$ cat src/rtim_defs.vh
/*
 Constants for the exception front end: register offsets, reset values,
 field positions, vector numbers and timing counts. Definitions only.
*/
`ifndef RTIM_DEFS_VH
`define RTIM_DEFS_VH

`define RTIM_OFS_LEVEL_A 16'hfec0
`define RTIM_OFS_LEVEL_B 16'hfec1
`define RTIM_OFS_LEVEL_C 16'hfec2
`define RTIM_OFS_SENSE_HIGH 16'hff2c
`define RTIM_OFS_SENSE_LOW 16'hff2d
`define RTIM_OFS_REQ_ENABLE 16'hff2e
`define RTIM_OFS_REQ_FLAGS 16'hff2f
`define RTIM_OFS_SYS_CTRL 16'hff39
`define RTIM_OFS_EXC_CTRL 16'hff3c
`define RTIM_OFS_EXC_STATUS 16'hff3d
`define RTIM_OFS_MODULE_STOP 16'hff3e

`define RTIM_SYSTEM_CONTROL_RESET 8'h01
`define RTIM_SYSTEM_CONTROL_WMASK 8'hf9
`define RTIM_MSTOP_RESET 16'h3fff
`define RTIM_SYSTEM_CONTROL_MODE_HI 5
`define RTIM_SYSTEM_CONTROL_MODE_LO 4
`define RTIM_SYSTEM_CONTROL_NMI_EDGE 3

`define RTIM_VEC_POWER_ON 7'h00
`define RTIM_VEC_MANUAL 7'h01
`define RTIM_VEC_NMI 7'h07
`define RTIM_VEC_TRAP_BASE 7'h08
`define RTIM_VEC_EXT_BASE 7'h10
`define RTIM_VEC_INT_BASE 7'h18
`define RTIM_VEC_INT_LAST 7'h5b

`define RTIM_CLK_MHZ 50
`define RTIM_RUN_RESET_STATES 20
`define RTIM_POWERUP_RESET_MS 20

`endif

$ cat src/rtim_core.v
/*
 Exception front end: reset type capture and release sequence, vector
 generation for reset, nonmaskable, pin, internal and trap exceptions,
 mask bit updates and the interrupt controller registers.
 Assumes an Avalon-MM master on the register side (8-bit data, byte
 addresses) and a CPU sequencer that acknowledges each vector with a pulse.
*/
`include "rtim_defs.vh"

module rtim_core (
  input wire clk_sys_i,
  input wire arst_n_i,
  input wire reset_in_n_i,
  input wire nmi_pin_i,
  input wire [7:0] ext_request_pins_i,
  input wire wdt_overflow_i,
  input wire wdt_manual_i,
  input wire advanced_mode_i,
  input wire [19:0] int_req_i,
  input wire [19:0] int_level_i,
  input wire trap_exec_i,
  input wire [1:0] trap_num_i,
  input wire sp_init_i,
  input wire vec_ack_i,
  input wire [15:0] stack_addr_i,
  input wire cpu_mask_i,
  input wire cpu_user_mask_i,
  input wire [15:0] avs_address_i,
  input wire avs_read_i,
  input wire avs_write_i,
  input wire [7:0] avs_writedata_i,
  output reg [7:0] avs_readdata_o,
  output reg avs_waitrequest_o,
  output reg avs_response_err_o,
  output reg cpu_halt_o,
  output reg periph_reset_o,
  output reg port_reset_o,
  output reg pins_to_port_o,
  output reg vec_valid_o,
  output reg [6:0] vec_num_o,
  output reg [8:0] vec_addr_o,
  output reg set_mask_o,
  output reg set_user_mask_o,
  output reg [15:0] stack_addr_o,
  output reg [15:0] module_stop_ctrl_o,
  output reg [1:0] ctrl_mode_o
);

  localparam ST_RESET = 2'd0;
  localparam ST_VECTOR = 2'd1;
  localparam ST_RUN = 2'd2;

  // Shared by vector and address generation
  function [8:0] vec_addr;
    input [6:0] num;
    input adv;
    begin
      vec_addr = adv ? {num, 2'b00} : {1'b0, num, 1'b0};
    end
  endfunction

  function edge_hit;
    input [1:0] sense;
    input cur;
    input prev;
    begin
      case (sense)
        2'b00: edge_hit = ~cur;
        2'b01: edge_hit = prev & ~cur;
        2'b10: edge_hit = ~prev & cur;
        default: edge_hit = prev ^ cur;
      endcase
    end
  endfunction

  reg rst_q1;
  reg rst_q2;
  reg [2:0] pin_res;
  reg [2:0] pin_nmi;
  reg [7:0] pin_irq1;
  reg [7:0] pin_irq2;
  reg [7:0] pin_irq3;
  reg res_lvl;
  reg nmi_lvl;
  reg [7:0] irq_lvl;
  reg [1:0] state;
  reg manual_type;
  reg blocked;
  reg wdt_go;
  reg nmi_pend;
  reg trap_pend;
  reg [1:0] trap_num;
  reg [7:0] level_a;
  reg [7:0] level_b;
  reg [7:0] level_c;
  reg [7:0] sense_high;
  reg [7:0] sense_low;
  reg [7:0] req_enable;
  reg [7:0] req_flags;
  reg [7:0] sys_ctrl;
  reg [15:0] mstop;
  reg [7:0] next_flags;
  reg [7:0] rd;
  reg hit;
  reg [6:0] pick;
  reg pick_ok;
  reg pick_pri;
  integer i;
  integer j;

  wire ireset_n = rst_q2;
  wire res_rise = ~res_lvl & pin_res[2] & pin_res[1];
  wire nmi_chg = pin_nmi[2] == pin_nmi[1] && pin_nmi[1] != nmi_lvl;
  wire nmi_edge = nmi_chg & (sys_ctrl[`RTIM_SYSTEM_CONTROL_NMI_EDGE] ? ~nmi_lvl : nmi_lvl);
  wire mode1 = sys_ctrl[`RTIM_SYSTEM_CONTROL_MODE_LO] & ~sys_ctrl[`RTIM_SYSTEM_CONTROL_MODE_HI];
  wire bus_req = avs_read_i | avs_write_i;
  // Per pin: a bit moves only once its second and third stages agree
  wire [7:0] irq_now = ((pin_irq3 ~^ pin_irq2) & pin_irq2) | ((pin_irq3 ^ pin_irq2) & irq_lvl);
  wire [15:0] sense_all = {sense_high, sense_low};
  wire wr_flags = avs_write_i & avs_waitrequest_o == 1'b0 &&
    avs_address_i == `RTIM_OFS_REQ_FLAGS;

  always @(posedge clk_sys_i or negedge arst_n_i) begin
    if (!arst_n_i) begin
      rst_q1 <= 1'b0;
      rst_q2 <= 1'b0;
    end else begin
      rst_q1 <= 1'b1;
      rst_q2 <= rst_q1;
    end
  end

  // Pin flags: hardware set wins over software clear
  always @* begin
    next_flags = req_flags;
    if (wr_flags)
      next_flags = req_flags & avs_writedata_i;
    for (i = 0; i < 8; i = i + 1)
      if (edge_hit(sense_all[2*i +: 2], irq_now[i], irq_lvl[i]))
        next_flags[i] = 1'b1;
  end

  // Pick highest priority request; mode 1 prefers level-1 sources
  always @* begin
    pick = 7'h00;
    pick_ok = 1'b0;
    pick_pri = 1'b0;
    for (j = 19; j >= 0; j = j - 1)
      if (int_req_i[j] && (!pick_ok || !(pick_pri && !int_level_i[j]))) begin
        if (!pick_ok || !mode1 || int_level_i[j] || !pick_pri) begin
          pick = `RTIM_VEC_INT_BASE + j[6:0];
          pick_ok = mode1 ? (!cpu_mask_i || (int_level_i[j] && !cpu_user_mask_i)) :
            !cpu_mask_i;
          pick_pri = mode1 & int_level_i[j];
        end
      end
    for (j = 7; j >= 0; j = j - 1)
      if (req_flags[j] & req_enable[j] &&
          (!pick_pri || level_a[7 - (j < 2 ? j : (j + 2) / 2)])) begin
        pick = `RTIM_VEC_EXT_BASE + j[6:0];
        pick_pri = mode1 & level_a[7 - (j < 2 ? j : (j + 2) / 2)];
        pick_ok = mode1 ? (!cpu_mask_i || (pick_pri && !cpu_user_mask_i)) : !cpu_mask_i;
      end
  end

  always @* begin
    hit = 1'b1;
    rd = 8'h00;
    case (avs_address_i)
      `RTIM_OFS_LEVEL_A: rd = level_a;
      `RTIM_OFS_LEVEL_B: rd = level_b;
      `RTIM_OFS_LEVEL_C: rd = level_c;
      `RTIM_OFS_SENSE_HIGH: rd = sense_high;
      `RTIM_OFS_SENSE_LOW: rd = sense_low;
      `RTIM_OFS_REQ_ENABLE: rd = req_enable;
      `RTIM_OFS_REQ_FLAGS: rd = req_flags;
      `RTIM_OFS_SYS_CTRL: rd = sys_ctrl;
      `RTIM_OFS_EXC_STATUS: rd = {4'h0, manual_type, blocked, state};
      `RTIM_OFS_MODULE_STOP: rd = mstop[7:0];
      `RTIM_OFS_EXC_CTRL: rd = mstop[15:8];
      default: hit = 1'b0;
    endcase
  end

  always @(posedge clk_sys_i or negedge ireset_n) begin
    if (!ireset_n) begin
      pin_res <= 3'b000;
      pin_nmi <= 3'b000;
      pin_irq1 <= 8'hff;
      pin_irq2 <= 8'hff;
      pin_irq3 <= 8'hff;
      res_lvl <= 1'b0;
      nmi_lvl <= 1'b0;
      irq_lvl <= 8'hff;
      state <= ST_RESET;
      manual_type <= 1'b0;
      blocked <= 1'b1;
      nmi_pend <= 1'b0;
      trap_pend <= 1'b0;
      trap_num <= 2'b00;
      wdt_go <= 1'b0;
      level_a <= 8'h00;
      level_b <= 8'h00;
      level_c <= 8'h00;
      sense_high <= 8'h00;
      sense_low <= 8'h00;
      req_enable <= 8'h00;
      req_flags <= 8'h00;
      sys_ctrl <= `RTIM_SYSTEM_CONTROL_RESET;
      mstop <= `RTIM_MSTOP_RESET;
      avs_readdata_o <= 8'h00;
      avs_waitrequest_o <= 1'b1;
      avs_response_err_o <= 1'b0;
      cpu_halt_o <= 1'b1;
      periph_reset_o <= 1'b1;
      port_reset_o <= 1'b1;
      pins_to_port_o <= 1'b1;
      vec_valid_o <= 1'b0;
      vec_num_o <= 7'h00;
      vec_addr_o <= 9'h000;
      set_mask_o <= 1'b0;
      set_user_mask_o <= 1'b0;
      stack_addr_o <= 16'h0000;
      module_stop_ctrl_o <= `RTIM_MSTOP_RESET;
      ctrl_mode_o <= 2'b00;
    end else begin
      pin_res <= {pin_res[1:0], reset_in_n_i};
      pin_nmi <= {pin_nmi[1:0], nmi_pin_i};
      pin_irq1 <= ext_request_pins_i;
      pin_irq2 <= pin_irq1;
      pin_irq3 <= pin_irq2;
      irq_lvl <= irq_now;
      if (pin_res[2] == pin_res[1])
        res_lvl <= pin_res[2];
      if (pin_nmi[2] == pin_nmi[1])
        nmi_lvl <= pin_nmi[2];
      stack_addr_o <= {stack_addr_i[15:1], 1'b0};
      module_stop_ctrl_o <= mstop;
      ctrl_mode_o <= {sys_ctrl[`RTIM_SYSTEM_CONTROL_MODE_HI], sys_ctrl[`RTIM_SYSTEM_CONTROL_MODE_LO]};
      set_mask_o <= 1'b0;
      set_user_mask_o <= 1'b0;
      req_flags <= next_flags;
      if (nmi_edge && state == ST_RUN)
        nmi_pend <= 1'b1;
      if (trap_exec_i && state == ST_RUN) begin
        trap_pend <= 1'b1;
        trap_num <= trap_num_i;
      end
      if (sp_init_i)
        blocked <= 1'b0;
      // Bus slave: one wait cycle, then answer
      avs_waitrequest_o <= 1'b1;
      avs_response_err_o <= 1'b0;
      if (bus_req && avs_waitrequest_o) begin
        avs_waitrequest_o <= 1'b0;
        avs_readdata_o <= rd;
        avs_response_err_o <= ~hit;
      end
      if (bus_req && !avs_waitrequest_o && avs_write_i) begin
        case (avs_address_i)
          `RTIM_OFS_LEVEL_A: level_a <= avs_writedata_i;
          `RTIM_OFS_LEVEL_B: level_b <= avs_writedata_i;
          `RTIM_OFS_LEVEL_C: level_c <= avs_writedata_i;
          `RTIM_OFS_SENSE_HIGH: sense_high <= avs_writedata_i;
          `RTIM_OFS_SENSE_LOW: sense_low <= avs_writedata_i;
          `RTIM_OFS_REQ_ENABLE: req_enable <= avs_writedata_i;
          `RTIM_OFS_SYS_CTRL:
            if (avs_writedata_i[5:4] != 2'b10)
              sys_ctrl <= (avs_writedata_i & `RTIM_SYSTEM_CONTROL_WMASK) | 8'h00;
          `RTIM_OFS_MODULE_STOP: mstop[7:0] <= avs_writedata_i;
          `RTIM_OFS_EXC_CTRL: mstop[15:8] <= avs_writedata_i;
          default: ;
        endcase
      end
      case (state)
        ST_RESET: begin
          cpu_halt_o <= 1'b1;
          vec_valid_o <= 1'b0;
          blocked <= 1'b1;
          nmi_pend <= 1'b0;
          trap_pend <= 1'b0;
          if (!res_lvl)
            manual_type <= ~nmi_lvl;
          // Watchdog start waits for a high pin; a held pin reset wins
          if (res_rise || (wdt_go && res_lvl)) begin
            wdt_go <= 1'b0;
            level_a <= 8'h00;
            level_b <= 8'h00;
            level_c <= 8'h00;
            sense_high <= 8'h00;
            sense_low <= 8'h00;
            req_enable <= 8'h00;
            req_flags <= 8'h00;
            sys_ctrl <= `RTIM_SYSTEM_CONTROL_RESET;
            mstop <= `RTIM_MSTOP_RESET;
            periph_reset_o <= 1'b1;
            port_reset_o <= ~manual_type;
            pins_to_port_o <= 1'b1;
            set_mask_o <= 1'b1;
            vec_num_o <= manual_type ? `RTIM_VEC_MANUAL : `RTIM_VEC_POWER_ON;
            vec_addr_o <= vec_addr(manual_type ? `RTIM_VEC_MANUAL : `RTIM_VEC_POWER_ON,
              advanced_mode_i);
            vec_valid_o <= 1'b1;
            state <= ST_VECTOR;
          end
        end
        ST_VECTOR: begin
          periph_reset_o <= 1'b0;
          port_reset_o <= 1'b0;
          pins_to_port_o <= 1'b0;
          cpu_halt_o <= 1'b0;
          if (vec_ack_i) begin
            vec_valid_o <= 1'b0;
            state <= ST_RUN;
          end
        end
        ST_RUN: begin
          if (!vec_valid_o && !blocked && res_lvl && !wdt_overflow_i) begin
            if (nmi_pend || nmi_edge) begin
              nmi_pend <= 1'b0;
              vec_num_o <= `RTIM_VEC_NMI;
              vec_addr_o <= vec_addr(`RTIM_VEC_NMI, advanced_mode_i);
              vec_valid_o <= 1'b1;
              set_mask_o <= 1'b1;
              set_user_mask_o <= mode1;
            end else if (pick_ok) begin
              vec_num_o <= pick;
              vec_addr_o <= vec_addr(pick, advanced_mode_i);
              vec_valid_o <= 1'b1;
              set_mask_o <= 1'b1;
              set_user_mask_o <= mode1;
              if (pick >= `RTIM_VEC_EXT_BASE && pick < `RTIM_VEC_INT_BASE &&
                  (sense_all[{pick[2:0], 1'b0} +: 2] != 2'b00 || irq_lvl[pick[2:0]]))
                // Fresh event in the same cycle keeps the flag set
                req_flags[pick[2:0]] <= edge_hit(sense_all[{pick[2:0], 1'b0} +: 2],
                  irq_now[pick[2:0]], irq_lvl[pick[2:0]]);
            end else if (trap_pend) begin
              trap_pend <= 1'b0;
              vec_num_o <= `RTIM_VEC_TRAP_BASE + {5'h00, trap_num};
              vec_addr_o <= vec_addr(`RTIM_VEC_TRAP_BASE + {5'h00, trap_num},
                advanced_mode_i);
              vec_valid_o <= 1'b1;
              set_mask_o <= 1'b1;
              set_user_mask_o <= mode1;
            end
          end else if (vec_valid_o && vec_ack_i)
            vec_valid_o <= 1'b0;
          if (!res_lvl || wdt_overflow_i) begin
            state <= ST_RESET;
            cpu_halt_o <= 1'b1;
            if (wdt_overflow_i) begin
              manual_type <= wdt_manual_i;
              wdt_go <= 1'b1;
            end
          end
        end
        default: state <= ST_RESET;
      endcase
    end
  end

endmodule // rtim_core

$ cat config.mk
export PLATFORM = sky130hd
export DESIGN_NAME = rtim_core
export DESIGN_NICKNAME = d
export VERILOG_FILES = /design/src/rtim_core.v
export VERILOG_INCLUDE_DIRS = /design/src
export SDC_FILE = /design/constraint.sdc
export NUM_CORES = 1
export LEC_CHECK = 0
export BUFFER_PORTS_ARGS = -buffer_cell sky130_fd_sc_hd__buf_4
export CORE_MARGIN = 5
export CORE_UTILIZATION = 35
export CTS_CLUSTER_SIZE = 20
export DETAILED_ROUTE_END_ITERATION = 8
export HOLD_SLACK_MARGIN = 0.1
export PLACE_DENSITY_LB_ADDON = 0.08
export SLEW_MARGIN = 20
export SYNTH_ARGS = -nofsm -noshare
export SYNTH_HDL_FRONTEND = slang
export SYNTH_SLANG_ARGS = --single-unit
$ cat constraint.sdc
create_clock -name clk_sys_i -period 5.8 [get_ports clk_sys_i]
set_clock_uncertainty 0.2 [all_clocks]
set_input_delay 0.58 -clock clk_sys_i [delete_from_list [all_inputs] [get_ports clk_sys_i]]
set_output_delay 0.58 -clock clk_sys_i [all_outputs]
set_load 0.01 [all_outputs]
==> results.sh <==
export IMPL_status="finished with violations"
export IMPL_failed_checks="setup timing"
export IMPL_finalWorstSetupSlack_ps=-1229
export IMPL_drcViolationCount=0
export IMPL_netlist_area_leader_share=0.2894
export IMPL_ant_nets=0
export IMPL_die_area_sq_um=35020
export IMPL_overflow=0
export IMPL_finalHoldViolCount=0
export IMPL_layout_nets=1615
export IMPL_worst_setup_path_end_kind="register"
export IMPL_leakage_nw=6.860
export IMPL_multi_input_area_sq_um=6015
export IMPL_p_switching_w=0.001297
export IMPL_final_cell_mix="buf_4, nand2_1, dfrtp_1"
export IMPL_ys_seq_area_frac=0.4474
export IMPL_syn_area_sq_um=10980
export IMPL_numPortBuffers=165
export IMPL_cp_max_fo=13
export IMPL_critPathRequiredTime_ps=5980
export IMPL_layout_drive_gt1_share=0.3570
export IMPL_combPwrFrac=0.295
export IMPL_final_common_cell="buf_4"
export IMPL_syn_inst=1180
export IMPL_synth_ff_type="dfrtp_1"
export IMPL_internal_power_w=0.002656
export IMPL_clock_latency_ps=440
export IMPL_grt_pass1_vias=10390
export IMPL_die_y_um=187.1
export IMPL_p_seq_frac=0.408
export IMPL_crit_path_max_incr_delay_ps=480
export IMPL_synth_warnings=0
export IMPL_setup_tns_ps=-23860
export IMPL_area_growth_pct=36.53
export IMPL_htreeDepth=4
export IMPL_synth_edf_count=0
export IMPL_fmax_mhz=142.3
export IMPL_dr_pass1_iters=5
export IMPL_async_flop_share=1.000
export IMPL_crit_path_top_delay_cell="dfrtp_2"
export IMPL_switching_share=0.3281
export IMPL_tritoncts="yes"
export IMPL_row_count=64
export IMPL_num_antenna_cells=0
export IMPL_largestRegisters="module_stop_ctrl_o x16, mstop x16, stack_addr_o x15"
export IMPL_cts_root_buffer="clkbuf_16"
export IMPL_wl_per_cell_um=19.03
export IMPL_worst_pin_slew_ps=989.6
export IMPL_clk_pin_slew_ps=70
export IMPL_cts_sinks=193
export IMPL_holdWs_ps=153.4
export IMPL_synth_cell_types=98
export IMPL_pre_cts_ws_ps=-1655
export IMPL_vias=10280
export IMPL_clockBufferDepth=2
export IMPL_drtIter0Drc=676
export IMPL_worstSetupStartpointType="register"
export IMPL_initial_core_util=0.3571
export IMPL_antenna_found_initial=0
export IMPL_synth_seq_cells=193
export IMPL_pin_count=171
export IMPL_cap_viol_max_count=0
export IMPL_slew_violations=0
export IMPL_fp_dieW_um=187.1
export IMPL_avgSynthCellArea_sq_um=9.306
export IMPL_peakVddDrop_uv=247.4
export IMPL_grt_max_degree=69
export IMPL_dpl_hpwl_mm=26.52
export IMPL_wirelength_mm=36.27
export IMPL_pwr_share_clk=0.297
export IMPL_final_cell_area_sq_um=14990
export IMPL_crit_type="reg -> reg"
export IMPL_grt_usage=0.2033
export IMPL_rsz0062_at_grt="yes"
export IMPL_timing_final_crit_share=1.212
export IMPL_power_density_nw_per_um2=263.7
export IMPL_relSlewSlack=0.3379
export IMPL_final_seq_area_sq_um=4918
export IMPL_via_per_inst=5.393
export IMPL_min_period_ps=7029
export IMPL_core_sq_um=30750
export IMPL_placed_area_sq_um=13570
export IMPL_place_congestion=0.9087
export IMPL_setup_viol=25
export IMPL_crit_arrival_ps=7210
export IMPL_fill_cells=3004
export IMPL_p_total_w=0.003953
export IMPL_grt_pass1_wl_mm=57.71
export IMPL_holdCritPathClass="reg -> reg"
export IMPL_synth_top_cell_by_area="dfrtp_1"
export IMPL_cts_buffers=17
export IMPL_synth_area_leaders="dfrtp_1, dfstp_2, mux2i_1, nand2_1, nor2_1"
-- metrics by stage --
stage                 util  std cells
floorplan                -       1183
global placement    0.4414       1825
detailed placement  0.4414       1825
CTS                 0.4739       1890
global route        0.4875       1906
finish              0.4875       1906
-- routing by layer --
layer  track usage  part of all wire
met1        0.2854              0.47
met2        0.3241              0.47
met3       0.04423             0.056
met4       0.04408             0.012
met5             0                 0
-- cell type report --
class,count,area share
multi-input combinational,884,0.4012
sequential,193,0.3281
timing repair buffer,357,0.1887
tap,396,0.03305
clock buffer,19,0.02888
inverter,44,0.01102
clock inverter,13,0.009097
-- cell families after synthesis --
logic type                 share of synthesized area
and+or+nand+nor                               0.1887
AOI/OAI and AO/OA                             0.2217
DFF                                           0.4474
buffers and inverters                        0.03988
muxes                                        0.08478
adders and majority gates                    0.01686
other                                      0.0006839
-- final timing paths --
| path | from | endpoint | slack, ps | depth (start not counted) |
|---|---|---|---|---|
| worst min-delay path | rst_q1$_DFF_PN0_ | ireset_n$_DFF_PN0_ | 150 | 0 |
| min in group asynchronous | arst_n_i | ireset_n$_DFF_PN0_ | 250 | 2 |
| worst max-delay path | sys_ctrl[5]$_DFF_PN0_ | req_flags[0]$_DFF_PN0_ | -1230 | 26 |
| worst min register to register | rst_q1$_DFF_PN0_ | ireset_n$_DFF_PN0_ | 150 | 0 |
| max in group asynchronous | ireset_n$_DFF_PN0_ | sys_ctrl[5]$_DFF_PN0_ | 3720 | 1 |
| worst max register to register | sys_ctrl[5]$_DFF_PN0_ | req_flags[0]$_DFF_PN0_ | -1230 | 26 |
-- repair_timing --
item	in CTS	in global routing
hold endpoints to repair	27	0
cloned	2	0
buffers inserted	5	19
pin swaps	13	41
hold buffers	26	0
gates resized for setup	23	69
setup endpoints to repair	25	25
-- Yosys cell counts (11+ instances only) --
master / count
nor2_1: 108
clkbuf_1: 46
dfstp_2: 66
nor2b_1: 11
nand2_1: 173
dfrtp_1: 127
and2_1: 17
o21ai_0: 74
o31ai_1: 15
a31oi_1: 20
a22o_1: 12
nand3_1: 38
a211oi_1: 11
a22oi_1: 16
ha_1: 14
mux2i_1: 69
inv_1: 42
nand2b_1: 15
a21o_1: 11
a21oi_1: 75
o22ai_1: 13
-- power groups by stage --
stage	Combinational (W)	Clock (W)	Sequential (W)
2_1_floorplan	0.000584	0	0.00162
3_3_place_gp	0.00100	0	0.00163
3_5_place_dp	0.00101	0	0.00163
4_1_cts	0.00109	0.00121	0.00161
5_1_grt	0.00128	0.00127	0.00163
6_report	0.00117	0.00117	0.00161
-- worst max-delay path, delay by kind of cell, from the launching register on --
kind                   cells  cell delay (ps)
AOI/OAI and AO/OA         12             3370
and+or+nand+nor            8             1380
muxes                      2              840
buffers and inverters      4              700
DFF                        1              480
Power figures use the tool's default switching activity.
